$ cat config.mk
export PLATFORM = sky130hd
export DESIGN_NAME = stack_frame_string_instr_exec
export DESIGN_NICKNAME = d
export VERILOG_FILES = /design/src/verilog/sfx_pkg.sv /design/src/verilog/req_if.sv /design/src/verilog/req_buf.sv /design/src/verilog/stack_frame_string_instr_exec.sv
export VERILOG_INCLUDE_DIRS = /design/src /design/src/verilog
export SDC_FILE = /design/constraint.sdc
export NUM_CORES = 1
export LEC_CHECK = 0
export BUFFER_PORTS_ARGS = -buffer_cell sky130_fd_sc_hd__buf_4
export CAP_MARGIN = 20
export CELL_PAD_IN_SITES_DETAIL_PLACEMENT = 0
export CELL_PAD_IN_SITES_GLOBAL_PLACEMENT = 1
export CORE_MARGIN = 3
export CORE_UTILIZATION = 38
export CTS_CLUSTER_DIAMETER = 30
export DETAILED_ROUTE_END_ITERATION = 8
export GPL_TIMING_DRIVEN = 0
export PLACE_DENSITY = 0.76
export SYNTH_ARGS = -nofsm -noshare
export SYNTH_HDL_FRONTEND = slang
export SYNTH_SLANG_ARGS = --single-unit
$ cat constraint.sdc
create_clock -name core_clk -period 3.3 [get_ports core_clk]
set_clock_uncertainty 0.2 [all_clocks]
set_input_delay 0.66 -clock core_clk [delete_from_list [all_inputs] [get_ports core_clk]]
set_output_delay 0.66 -clock core_clk [all_outputs]
set_load 0.02 [all_outputs]
$ cat src/verilog/sfx_consts.svh
`ifndef SFX_CONSTS_SVH
`define SFX_CONSTS_SVH

// ----------------------------------------
// Register file layout
// ----------------------------------------
`define GPR_NUM      8
`define IDX_ACC      3'h0
`define IDX_COUNT    3'h1
`define IDX_DATA     3'h2
`define IDX_BASE     3'h3
`define IDX_SP       3'h4
`define IDX_BP       3'h5
`define IDX_SRC      3'h6
`define IDX_DST      3'h7

// ----------------------------------------
// Pointer steps and counts
// ----------------------------------------
`define STEP_BYTE    16'h0001
`define STEP_WORD    16'h0002
`define PUSH_WORDS   4'h8
`define DEPTH_ZERO   8'h00
`define DEPTH_ONE    8'h01
`define ZERO16       16'h0000

// ----------------------------------------
// Request buffer
// ----------------------------------------
`define BUF_DEPTH    2
`define BUF_FULL     2'h2
`define BUF_EMPTY    2'h0

`endif

$ cat src/verilog/sfx_pkg.sv
package sfx_pkg;

  typedef enum logic [2:0] {
    OP_PUSH_ALL     = 3'h0,
    OP_POP_ALL      = 3'h1,
    OP_BLOCK_IN     = 3'h2,
    OP_BLOCK_OUT    = 3'h3,
    OP_FRAME_CREATE = 3'h4
  } op_t;

  typedef enum logic [1:0] {
    SEG_EXTRA = 2'h0,
    SEG_CODE  = 2'h1,
    SEG_STACK = 2'h2,
    SEG_DATA  = 2'h3
  } seg_sel_t;

  // Gray codes in declaration order
  typedef enum logic [3:0] {
    S_IDLE    = 4'h0,
    S_PUSH    = 4'h1,
    S_POP     = 4'h3,
    S_XFER_RD = 4'h2,
    S_XFER_WR = 4'h6,
    S_ENT_BP  = 4'h7,
    S_ENT_RD  = 4'h5,
    S_ENT_WR  = 4'h4,
    S_ENT_FP  = 4'hC,
    S_DONE    = 4'hD
  } state_t;

  typedef struct packed {
    logic        io;
    logic        write;
    logic        wide;
    logic [15:0] seg;
    logic [15:0] off;
    logic [15:0] data;
  } bus_req_t;

endpackage

$ cat src/verilog/req_if.sv
`timescale 1ns/1ps
interface req_if;
  import sfx_pkg::*;
  logic     valid;
  logic     ready;
  bus_req_t req;
  modport src (output valid, output req, input ready);
  modport snk (input valid, input req, output ready);
endinterface

$ cat src/verilog/req_buf.sv
`timescale 1ns/1ps
`include "sfx_consts.svh"
module req_buf (
  input  wire logic         core_clk,
  input  wire logic         reset_n,
  req_if.snk                in_if,
  output logic              out_valid,
  input  wire logic         out_ready,
  output sfx_pkg::bus_req_t out_req
);
  import sfx_pkg::*;

  bus_req_t   mem_q [`BUF_DEPTH];
  bus_req_t   mem_d [`BUF_DEPTH];
  logic       wp_q, wp_d, rp_q, rp_d;
  logic [1:0] cnt_q, cnt_d;
  logic       push, pop;

  assign in_if.ready = (cnt_q != `BUF_FULL);
  assign out_valid   = (cnt_q != `BUF_EMPTY);
  assign out_req     = mem_q[rp_q];

  always_comb begin
    push = in_if.valid && in_if.ready;
    pop  = out_valid && out_ready;
    mem_d[0] = mem_q[0];
    mem_d[1] = mem_q[1];
    if (push) begin
      mem_d[wp_q] = in_if.req;
    end
    wp_d  = push ? ~wp_q : wp_q;
    rp_d  = pop ? ~rp_q : rp_q;
    cnt_d = cnt_q + {1'b0, push} - {1'b0, pop};
  end

  always_ff @(posedge core_clk or negedge reset_n) begin
    if (!reset_n) begin
      mem_q[0] <= '0;
      mem_q[1] <= '0;
      wp_q     <= 1'b0;
      rp_q     <= 1'b0;
      cnt_q    <= `BUF_EMPTY;
    end else begin
      mem_q[0] <= mem_d[0];
      mem_q[1] <= mem_d[1];
      wp_q     <= wp_d;
      rp_q     <= rp_d;
      cnt_q    <= cnt_d;
    end
  end
endmodule

$ cat src/verilog/stack_frame_string_instr_exec.sv
`timescale 1ns/1ps
`include "sfx_consts.svh"
// What this block does
// - push_all stores accumulator, count, data, base, stack, frame, source, dest registers.
// - The stack_ptr word pushed is its value before the first push.
// - pop_all restores in reverse; the stacked stack_ptr word is read and discarded.
// - Segment registers, instruction pointer, status word and peripherals are never saved.
// - block_port_input reads port data_reg, writes extra_seg:dest_index, no override.
// - block_port_output reads data_seg:source_index, override allowed, writes port data_reg.
// - Pointer moves up when direction_flag clear, down when set; step 1 or 2.
// - frame_create takes a 16-bit byte count and an 8-bit nesting_depth.
// - Depth zero: push frame_base_ptr, copy stack_ptr to it, subtract byte count.
// - Push frame_base_ptr, snapshot stack_ptr, then depth-1 times lower and copy.
// - Nonzero depth pushes snapshot; always load frame_base_ptr from snapshot, subtract count.
// - Only enclosing frame pointers are copied; first display word is the previous frame.
module stack_frame_string_instr_exec (
  input  wire logic                core_clk,
  input  wire logic                reset_n,
  input  wire logic                start,
  input  wire sfx_pkg::op_t        op,
  input  wire logic                wide,
  input  wire logic                direction_flag,
  input  wire logic                seg_ovr_en,
  input  wire sfx_pkg::seg_sel_t   seg_ovr,
  input  wire logic [15:0]         frame_size,
  input  wire logic [7:0]          nesting_depth,
  input  wire logic [7:0][15:0]    gpr_in,
  input  wire logic [15:0]         extra_seg,
  input  wire logic [15:0]         code_seg,
  input  wire logic [15:0]         stack_seg,
  input  wire logic [15:0]         data_seg,
  output logic                     busy,
  output logic                     done,
  output logic [7:0][15:0]         gpr_out,
  output logic [7:0]               gpr_wr_mask,
  output logic                     bus_valid,
  input  wire logic                bus_ready,
  output logic                     bus_io,
  output logic                     bus_write,
  output logic                     bus_wide,
  output logic [15:0]              bus_seg,
  output logic [15:0]              bus_off,
  output logic [15:0]              bus_wdata,
  input  wire logic                rsp_valid,
  input  wire logic [15:0]         rsp_rdata
);
  import sfx_pkg::*;

  // ----------------------------------------
  // Helpers
  // ----------------------------------------
  function automatic logic [15:0] ptr_step(input logic [15:0] p, input logic df, input logic w);
    logic [15:0] s;
    s = w ? `STEP_WORD : `STEP_BYTE;
    ptr_step = df ? (p - s) : (p + s);
  endfunction

  function automatic bus_req_t stack_req(input logic wr, input logic [15:0] seg,
                                         input logic [15:0] off, input logic [15:0] data);
    bus_req_t r;
    r.io    = 1'b0;
    r.write = wr;
    r.wide  = 1'b1;
    r.seg   = seg;
    r.off   = off;
    r.data  = data;
    stack_req = r;
  endfunction

  function automatic logic [15:0] seg_pick(input seg_sel_t s, input logic [15:0] es,
                                           input logic [15:0] cs, input logic [15:0] ss,
                                           input logic [15:0] ds);
    case (s)
      SEG_EXTRA: seg_pick = es;
      SEG_CODE:  seg_pick = cs;
      SEG_STACK: seg_pick = ss;
      default:   seg_pick = ds;
    endcase
  endfunction

  // ----------------------------------------
  // State
  // ----------------------------------------
  state_t      st_q, st_d;
  op_t         op_q, op_d;
  logic        wait_q, wait_d;
  logic        wide_q, wide_d;
  logic        df_q, df_d;
  logic [15:0] oseg_q, oseg_d;
  logic [15:0] size_q, size_d;
  logic [7:0]  depth_q, depth_d;
  logic [7:0]  cnt_q, cnt_d;
  logic [2:0]  idx_q, idx_d;
  logic [15:0] entry_sp_q, entry_sp_d;
  logic [15:0] fp_q, fp_d;
  logic [15:0] tmp_q, tmp_d;
  logic [7:0]  mask_q, mask_d;
  logic        done_q, done_d;
  logic [15:0] regs_q [`GPR_NUM];
  logic [15:0] regs_d [`GPR_NUM];
  logic        issue;

  req_if       rq ();

  req_buf u_buf (
    .core_clk  (core_clk),
    .reset_n   (reset_n),
    .in_if     (rq.snk),
    .out_valid (bus_valid),
    .out_ready (bus_ready),
    .out_req   ({bus_io, bus_write, bus_wide, bus_seg, bus_off, bus_wdata})
  );

  assign busy        = (st_q != S_IDLE);
  assign done        = done_q;
  assign gpr_wr_mask = mask_q;
  // Only request states may hand a word to the buffer
  assign issue       = (st_q != S_IDLE) && (st_q != S_DONE) && !wait_q && rq.ready;

  always_comb begin
    for (int i = 0; i < `GPR_NUM; i++) begin
      gpr_out[i] = regs_q[i];
    end
  end

  // ----------------------------------------
  // Sequencer
  // ----------------------------------------
  always_comb begin
    st_d       = st_q;
    op_d       = op_q;
    wait_d     = wait_q;
    wide_d     = wide_q;
    df_d       = df_q;
    oseg_d     = oseg_q;
    size_d     = size_q;
    depth_d    = depth_q;
    cnt_d      = cnt_q;
    idx_d      = idx_q;
    entry_sp_d = entry_sp_q;
    fp_d       = fp_q;
    tmp_d      = tmp_q;
    mask_d     = mask_q;
    done_d     = 1'b0;
    for (int i = 0; i < `GPR_NUM; i++) begin
      regs_d[i] = regs_q[i];
    end
    rq.valid = 1'b0;
    rq.req   = '0;
    if (issue) begin
      wait_d = 1'b1;
    end else if (wait_q && rsp_valid) begin
      wait_d = 1'b0;
    end
    case (st_q)
      S_IDLE: begin
        if (start) begin
          op_d       = op;
          wide_d     = wide;
          df_d       = direction_flag;
          // Output side may retarget its segment; input side is fixed
          oseg_d     = seg_ovr_en ? seg_pick(seg_ovr, extra_seg, code_seg, stack_seg, data_seg)
                                  : data_seg;
          size_d     = frame_size;
          depth_d    = nesting_depth;
          entry_sp_d = gpr_in[`IDX_SP];
          for (int i = 0; i < `GPR_NUM; i++) begin
            regs_d[i] = gpr_in[i];
          end
          case (op)
            OP_PUSH_ALL: begin
              st_d   = S_PUSH;
              idx_d  = `IDX_ACC;
              mask_d = 8'h10;
            end
            OP_POP_ALL: begin
              st_d   = S_POP;
              idx_d  = `IDX_DST;
              mask_d = 8'hFF;
            end
            OP_BLOCK_IN: begin
              st_d   = S_XFER_RD;
              mask_d = 8'h80;
            end
            OP_BLOCK_OUT: begin
              st_d   = S_XFER_RD;
              mask_d = 8'h40;
            end
            default: begin
              st_d   = S_ENT_BP;
              mask_d = 8'h30;
            end
          endcase
        end
      end
      S_PUSH: begin
        rq.valid = !wait_q;
        rq.req   = stack_req(1'b1, stack_seg, regs_q[`IDX_SP] - `STEP_WORD,
                             (idx_q == `IDX_SP) ? entry_sp_q : regs_q[idx_q]);
        if (issue) begin
          regs_d[`IDX_SP] = regs_q[`IDX_SP] - `STEP_WORD;
        end else if (wait_q && rsp_valid) begin
          idx_d = idx_q + 3'h1;
          if (idx_q == `IDX_DST) begin
            st_d = S_DONE;
          end
        end
      end
      S_POP: begin
        rq.valid = !wait_q;
        rq.req   = stack_req(1'b0, stack_seg, regs_q[`IDX_SP], `ZERO16);
        if (wait_q && rsp_valid) begin
          if (idx_q != `IDX_SP) begin
            regs_d[idx_q] = rsp_rdata;
          end
          regs_d[`IDX_SP] = regs_q[`IDX_SP] + `STEP_WORD;
          idx_d = idx_q - 3'h1;
          if (idx_q == `IDX_ACC) begin
            st_d = S_DONE;
          end
        end
      end
      S_XFER_RD: begin
        rq.valid      = !wait_q;
        rq.req.wide   = wide_q;
        rq.req.write  = 1'b0;
        if (op_q == OP_BLOCK_IN) begin
          rq.req.io   = 1'b1;
          rq.req.off  = regs_q[`IDX_DATA];
        end else begin
          rq.req.seg  = oseg_q;
          rq.req.off  = regs_q[`IDX_SRC];
        end
        if (wait_q && rsp_valid) begin
          tmp_d = wide_q ? rsp_rdata : {8'h00, rsp_rdata[7:0]};
          st_d  = S_XFER_WR;
        end
      end
      S_XFER_WR: begin
        rq.valid      = !wait_q;
        rq.req.wide   = wide_q;
        rq.req.write  = 1'b1;
        rq.req.data   = tmp_q;
        if (op_q == OP_BLOCK_IN) begin
          rq.req.seg  = extra_seg;
          rq.req.off  = regs_q[`IDX_DST];
        end else begin
          rq.req.io   = 1'b1;
          rq.req.off  = regs_q[`IDX_DATA];
        end
        if (wait_q && rsp_valid) begin
          if (op_q == OP_BLOCK_IN) begin
            regs_d[`IDX_DST] = ptr_step(regs_q[`IDX_DST], df_q, wide_q);
          end else begin
            regs_d[`IDX_SRC] = ptr_step(regs_q[`IDX_SRC], df_q, wide_q);
          end
          st_d = S_DONE;
        end
      end
      S_ENT_BP: begin
        rq.valid = !wait_q;
        rq.req   = stack_req(1'b1, stack_seg, regs_q[`IDX_SP] - `STEP_WORD, regs_q[`IDX_BP]);
        if (issue) begin
          regs_d[`IDX_SP] = regs_q[`IDX_SP] - `STEP_WORD;
          fp_d            = regs_q[`IDX_SP] - `STEP_WORD;
        end else if (wait_q && rsp_valid) begin
          cnt_d = depth_q - `DEPTH_ONE;
          if (depth_q == `DEPTH_ZERO) begin
            st_d = S_DONE;
          end else if (depth_q == `DEPTH_ONE) begin
            st_d = S_ENT_FP;
          end else begin
            st_d = S_ENT_RD;
          end
        end
      end
      S_ENT_RD: begin
        // Only saved frame pointers are walked, never frame contents
        rq.valid = !wait_q;
        rq.req   = stack_req(1'b0, stack_seg, regs_q[`IDX_BP] - `STEP_WORD, `ZERO16);
        if (issue) begin
          regs_d[`IDX_BP] = regs_q[`IDX_BP] - `STEP_WORD;
        end else if (wait_q && rsp_valid) begin
          tmp_d = rsp_rdata;
          st_d  = S_ENT_WR;
        end
      end
      S_ENT_WR: begin
        rq.valid = !wait_q;
        rq.req   = stack_req(1'b1, stack_seg, regs_q[`IDX_SP] - `STEP_WORD, tmp_q);
        if (issue) begin
          regs_d[`IDX_SP] = regs_q[`IDX_SP] - `STEP_WORD;
        end else if (wait_q && rsp_valid) begin
          cnt_d = cnt_q - `DEPTH_ONE;
          st_d  = (cnt_q == `DEPTH_ONE) ? S_ENT_FP : S_ENT_RD;
        end
      end
      S_ENT_FP: begin
        rq.valid = !wait_q;
        rq.req   = stack_req(1'b1, stack_seg, regs_q[`IDX_SP] - `STEP_WORD, fp_q);
        if (issue) begin
          regs_d[`IDX_SP] = regs_q[`IDX_SP] - `STEP_WORD;
        end else if (wait_q && rsp_valid) begin
          st_d = S_DONE;
        end
      end
      S_DONE: begin
        if (op_q == OP_FRAME_CREATE) begin
          regs_d[`IDX_BP] = fp_q;
          regs_d[`IDX_SP] = regs_q[`IDX_SP] - size_q;
        end
        done_d = 1'b1;
        st_d   = S_IDLE;
      end
      default: begin
        st_d = S_IDLE;
      end
    endcase
  end

  always_ff @(posedge core_clk or negedge reset_n) begin
    if (!reset_n) begin
      st_q       <= S_IDLE;
      op_q       <= OP_PUSH_ALL;
      wait_q     <= 1'b0;
      wide_q     <= 1'b0;
      df_q       <= 1'b0;
      oseg_q     <= `ZERO16;
      size_q     <= `ZERO16;
      depth_q    <= `DEPTH_ZERO;
      cnt_q      <= `DEPTH_ZERO;
      idx_q      <= `IDX_ACC;
      entry_sp_q <= `ZERO16;
      fp_q       <= `ZERO16;
      tmp_q      <= `ZERO16;
      mask_q     <= 8'h00;
      done_q     <= 1'b0;
      for (int i = 0; i < `GPR_NUM; i++) begin
        regs_q[i] <= `ZERO16;
      end
    end else begin
      st_q       <= st_d;
      op_q       <= op_d;
      wait_q     <= wait_d;
      wide_q     <= wide_d;
      df_q       <= df_d;
      oseg_q     <= oseg_d;
      size_q     <= size_d;
      depth_q    <= depth_d;
      cnt_q      <= cnt_d;
      idx_q      <= idx_d;
      entry_sp_q <= entry_sp_d;
      fp_q       <= fp_d;
      tmp_q      <= tmp_d;
      mask_q     <= mask_d;
      done_q     <= done_d;
      for (int i = 0; i < `GPR_NUM; i++) begin
        regs_q[i] <= regs_d[i];
      end
    end
  end

  logic [3:0] push_cnt_q;
  always_ff @(posedge core_clk or negedge reset_n) begin
    if (!reset_n) begin
      push_cnt_q <= 4'h0;
    end else if (st_q == S_IDLE) begin
      push_cnt_q <= 4'h0;
    end else if (st_q == S_PUSH && issue) begin
      push_cnt_q <= push_cnt_q + 4'h1;
    end
  end
endmodule

==> impl_metrics.csv <==
group,metric,value,unit
critical_path,cp_top_family,"compound AO/OA/AOI/OAI gates",
routing,antenna_left,0,
routing,firstDrtPassIters,8,
synth,syn-num-nets,2748,
global_route,grt_pass1_wl,151000,µm
synth,synth_top_area_cell,"dfrtp_1",
floorplan,fp.dieW,245,µm
clocking,numCtsBuffers,94,
clocking,clockRootBuffer,"clkbuf_16",
critical_path,path_cells,"clkbuf_1, buf_2, mux2i_1, o21ai_0, a221oi_1, o21ai_0, mux2_2",
timing,tightest_slew,1.16,ns
routing,routed.top_layer,"met5",
finish,regArea,0.00874,mm²
finish,utilization,52.9,%
global_route,grt_pass1_vias,22700,
floorplan,core_area,0.0557,mm²
timing,slew_violations,0,
synth,synth_top_family_by_area,"compound AO/OA/AOI/OAI gates",
finish,drive_gt1_share,28.8,%
routing,drt-initial-drc-count,2437,
clocking,clkTransAtPathRegs,0.05,ns
finish,stdcell_count,3806,
critical_path,critPathKind,"register to register",
floorplan,dieArea,0.0599,mm²
place,detailed_place_hpwl,81000,µm
global_route,antenna_found_initial,3,
critical_path,worstPathArrival,3.51,ns
critical_path,crit_path_frequent_cell,"o21ai_0",
synth,synth_compound_area_share,25.1,%
pwr,p_per_area,1330,mW/mm²
clocking,cts_tree,"built",
timing,relSlewSlack,22.4,%
hold_path,hold_class,"input port to register",
synth,synth_fa_ha_area_share,3.36,%
synth,ys_seq_area_share,40.3,%
synth,synth_top_area_share,40.3,%
synth,async_flop_share,100,%
routing,viasPerCell,6.07,
clocking,clock-sinks,349,
finish,nets,3278,
synth,synth_mux_area_share,9.25,%
clocking,h-tree-depth,3,
synth,synth_area_leaders,"dfrtp_1 40%, mux2_2 7.8%, a21oi_1 5.4%",
synth,synth_seq_cells,349,
place,place.gp.congestion,1.03,
finish,multiInputGateArea,0.0121,mm²
synth,syn-instance-count,2446,
routing,route.met2.wl,48900,µm
timing,fmax,312,MHz
global_route,grt_overflow,0,
finish,area_growth,36.1,%
critical_path,cp_max_fo,10,
synth,synth.distinct_cells,83,
pwr,leakagePower,13.1,nW
routing,wl,106000,µm
timing,min_period,3.21,ns
synth,synth-edff-count,0,
timing,setup_tns,0,ns
place,dp_cells,3619,
synth,ys.flop_type,"dfrtp_1",
timing,hold_viol,0,
floorplan,rows,86,
routing,routed-wl-met3,9650,µm
synth,yosysWarnings,0,
floorplan,io_pins,435,
timing,finalSetupViolCount,0,
critical_path,cp_slowest_cell,"a221oi_1",
routing,post_drt_wl_per_cell,27.8,µm
finish,fill_cells,5270,
critical_path,cpPeakStageDelay,0.47,ns
critical_path,worstSetupEndpointType,"register",
place,io_buffers,418,
routing,wl_met1,42000,µm
global_route,grt_util_all_layers,34.0,%
finish,fin_area,0.0295,mm²
run_status,status,"finished clean",
synth,avgSynthCellArea,8.86,µm²
synth,synth_xor_area_share,3.44,%
synth,synth-simple-area-share,13.7,%
clocking,insertion_delay,0.64,ns
critical_path,cp-start-kind,"register",
pwr,ir_drop,0.734,mV
critical_path,worst_ep_required_time,3.60,ns
place,placed_area,0.0259,mm²
run,max-cap-violations,0,
clocking,clockBufferDepth,3,
critical_path,cp_num_buf_inv,2,
synth,syn_area,0.0217,mm²
floorplan,initial_core_util,38.9,%
routing,drc,0,
timing,timing.final.crit_share,97.2,%
routing,dr_total_vias,23100,
floorplan,die_h,245,µm
global_route,grt_max_degree,116,
layout by cell type, fill, tap and decap left out, types with 12 or more instances in the layout:
| cell type | netlist | routed |
|---|---|---|
| mux2_2 | 151 | 151 |
| a31oi_1 | 19 | 18 |
| nand2b_1 | 17 | 17 |
| buf_2 | 51 | 51 |
| mux2i_1 | 26 | 26 |
| clkinvlp_4 | 0 | 12 |
| nor2_1 | 227 | 225 |
| nand3_1 | 47 | 46 |
| o21a_1 | 14 | 14 |
| a22o_1 | 44 | 44 |
| clkbuf_16 | 0 | 97 |
| nor2b_1 | 12 | 12 |
| a21o_1 | 12 | 12 |
| a22oi_1 | 91 | 91 |
| ha_1 | 55 | 52 |
| nand2_1 | 276 | 275 |
| clkbuf_8 | 0 | 16 |
| clkbuf_2 | 0 | 14 |
| clkinv_2 | 0 | 15 |
| clkbuf_1 | 125 | 127 |
| o22ai_1 | 30 | 30 |
| a21oi_1 | 232 | 231 |
| a221oi_1 | 36 | 35 |
| dfrtp_1 | 349 | 346 |
| inv_1 | 54 | 53 |
| nor3_1 | 32 | 28 |
| buf_1 | 15 | 13 |
| a222oi_1 | 26 | 26 |
| o211ai_1 | 15 | 15 |
| buf_4 | 6 | 430 |
| xor2_1 | 36 | 35 |
| o221ai_1 | 15 | 15 |
| o21ai_0 | 218 | 215 |
| and3_1 | 12 | 12 |
| xnor2_1 | 49 | 49 |
power by group:
| group | switching [mW] | internal (mW) |
|---|---|---|
| Sequential | 2.74 | 6.38 |
| Combinational | 12.6 | 7.86 |
| Clock | 2.91 | 6.58 |
final cells by class:
class | instances | area share [%]
plain buffers | 197 | 2.97
clock buffers | 129 | 9.18
flip-flops and latches | 349 | 29.6
diodes | 2 | 0.0170
clock inverters | 47 | 2.12
inverters | 56 | 0.721
well taps | 748 | 3.17
multi-input cells | 1843 | 40.9
repair buffers | 435 | 11.3
cell families after synthesis:
family,count (synthesis)
compound gates,842
xor+xnor,85
fa+ha+maj,57
buf+inv,254
flops,349
mux,179
simple gates,680
synth_stat cells, types with 9 or more instances:
library cell  number
dfrtp_1          349
nand2_1          276
a21oi_1          232
nor2_1           227
o21ai_0          218
mux2_2           151
clkbuf_1         125
a22oi_1           91
ha_1              55
inv_1             54
buf_2             51
xnor2_1           49
nand3_1           47
a22o_1            44
a221oi_1          36
xor2_1            36
nor3_1            32
o22ai_1           30
a222oi_1          26
mux2i_1           26
a31oi_1           19
nand2b_1          17
buf_1             15
o211ai_1          15
o221ai_1          15
o21a_1            14
a21o_1            12
and3_1            12
nor2b_1           12
and2_1            11
a211oi_1          10
o31ai_1            9
worst register-to-register path: cells and delay by family, from the launching register on:
kind / cells / cell delay (ns)
buffers and inverters: 2 / 0.85
AO/OA/AOI/OAI: 3 / 0.87
flip-flops: 1 / 0.45
multiplexers: 2 / 0.72
flip-flops by register name (all words and copies together), names as in the netlist, 2 cells and up:
register,count
gpr_out,128
u_buf.mem_q,102
entry_sp_q,16
fp_q,16
oseg_q,16
size_q,16
tmp_q,16
cnt_q,8
depth_q,8
gpr_wr_mask,5
st_q,4
idx_q,3
op_q,3
u_buf.cnt_q,2
final timing paths:
path,slack [ns],end,depth (start not counted),start
worst max-delay path,0.09,u_buf.mem_q[10]$_DFFE_PN0P_,7,idx_q[2]$_DFFE_PN0P_
worst min-delay path,0.06,size_q[3]$_DFFE_PN0P_,2,frame_size[3]
worst max register to register,0.09,u_buf.mem_q[10]$_DFFE_PN0P_,7,idx_q[2]$_DFFE_PN0P_
worst min register to register,0.27,oseg_q[7]$_DFFE_PN0P_,2,oseg_q[7]$_DFFE_PN0P_
max in group asynchronous,1.15,cnt_q[4]$_DFFE_PN0P_,4,reset_n
min in group asynchronous,0.28,u_buf.mem_q[59]$_DFFE_PN0P_,2,reset_n
metal layers:
layer	GRT usage, %	up-vias
met4	14.9	2
met2	54.7	1339
met3	7.84	284
met1	43.9	11400
li1	-	10100
met5	0	-
what timing repair did:
action | in CTS | in global routing
setup buffers | 2 | 7
resized for setup | 20 | 57
hold buffers | 1 | 0
hold endpoints to repair | 28 | 0
pin swaps | 0 | 16
setup endpoints to repair | 89 | 105
through the flow:
stage | power, mW | hold WS, ns | setup WS (ns)
floorplan | 20.5 | 0.164 | 0.0905
global placement | 28.4 | 0.264 | -2.43
detailed placement | 28.7 | 0.271 | -0.491
CTS | 38.4 | 0.0309 | -0.0343
global route | 41.0 | 0.0475 | -0.00384
finish | 39.1 | 0.0553 | 0.0908
Note: power is estimated with default switching activity, not from simulation.
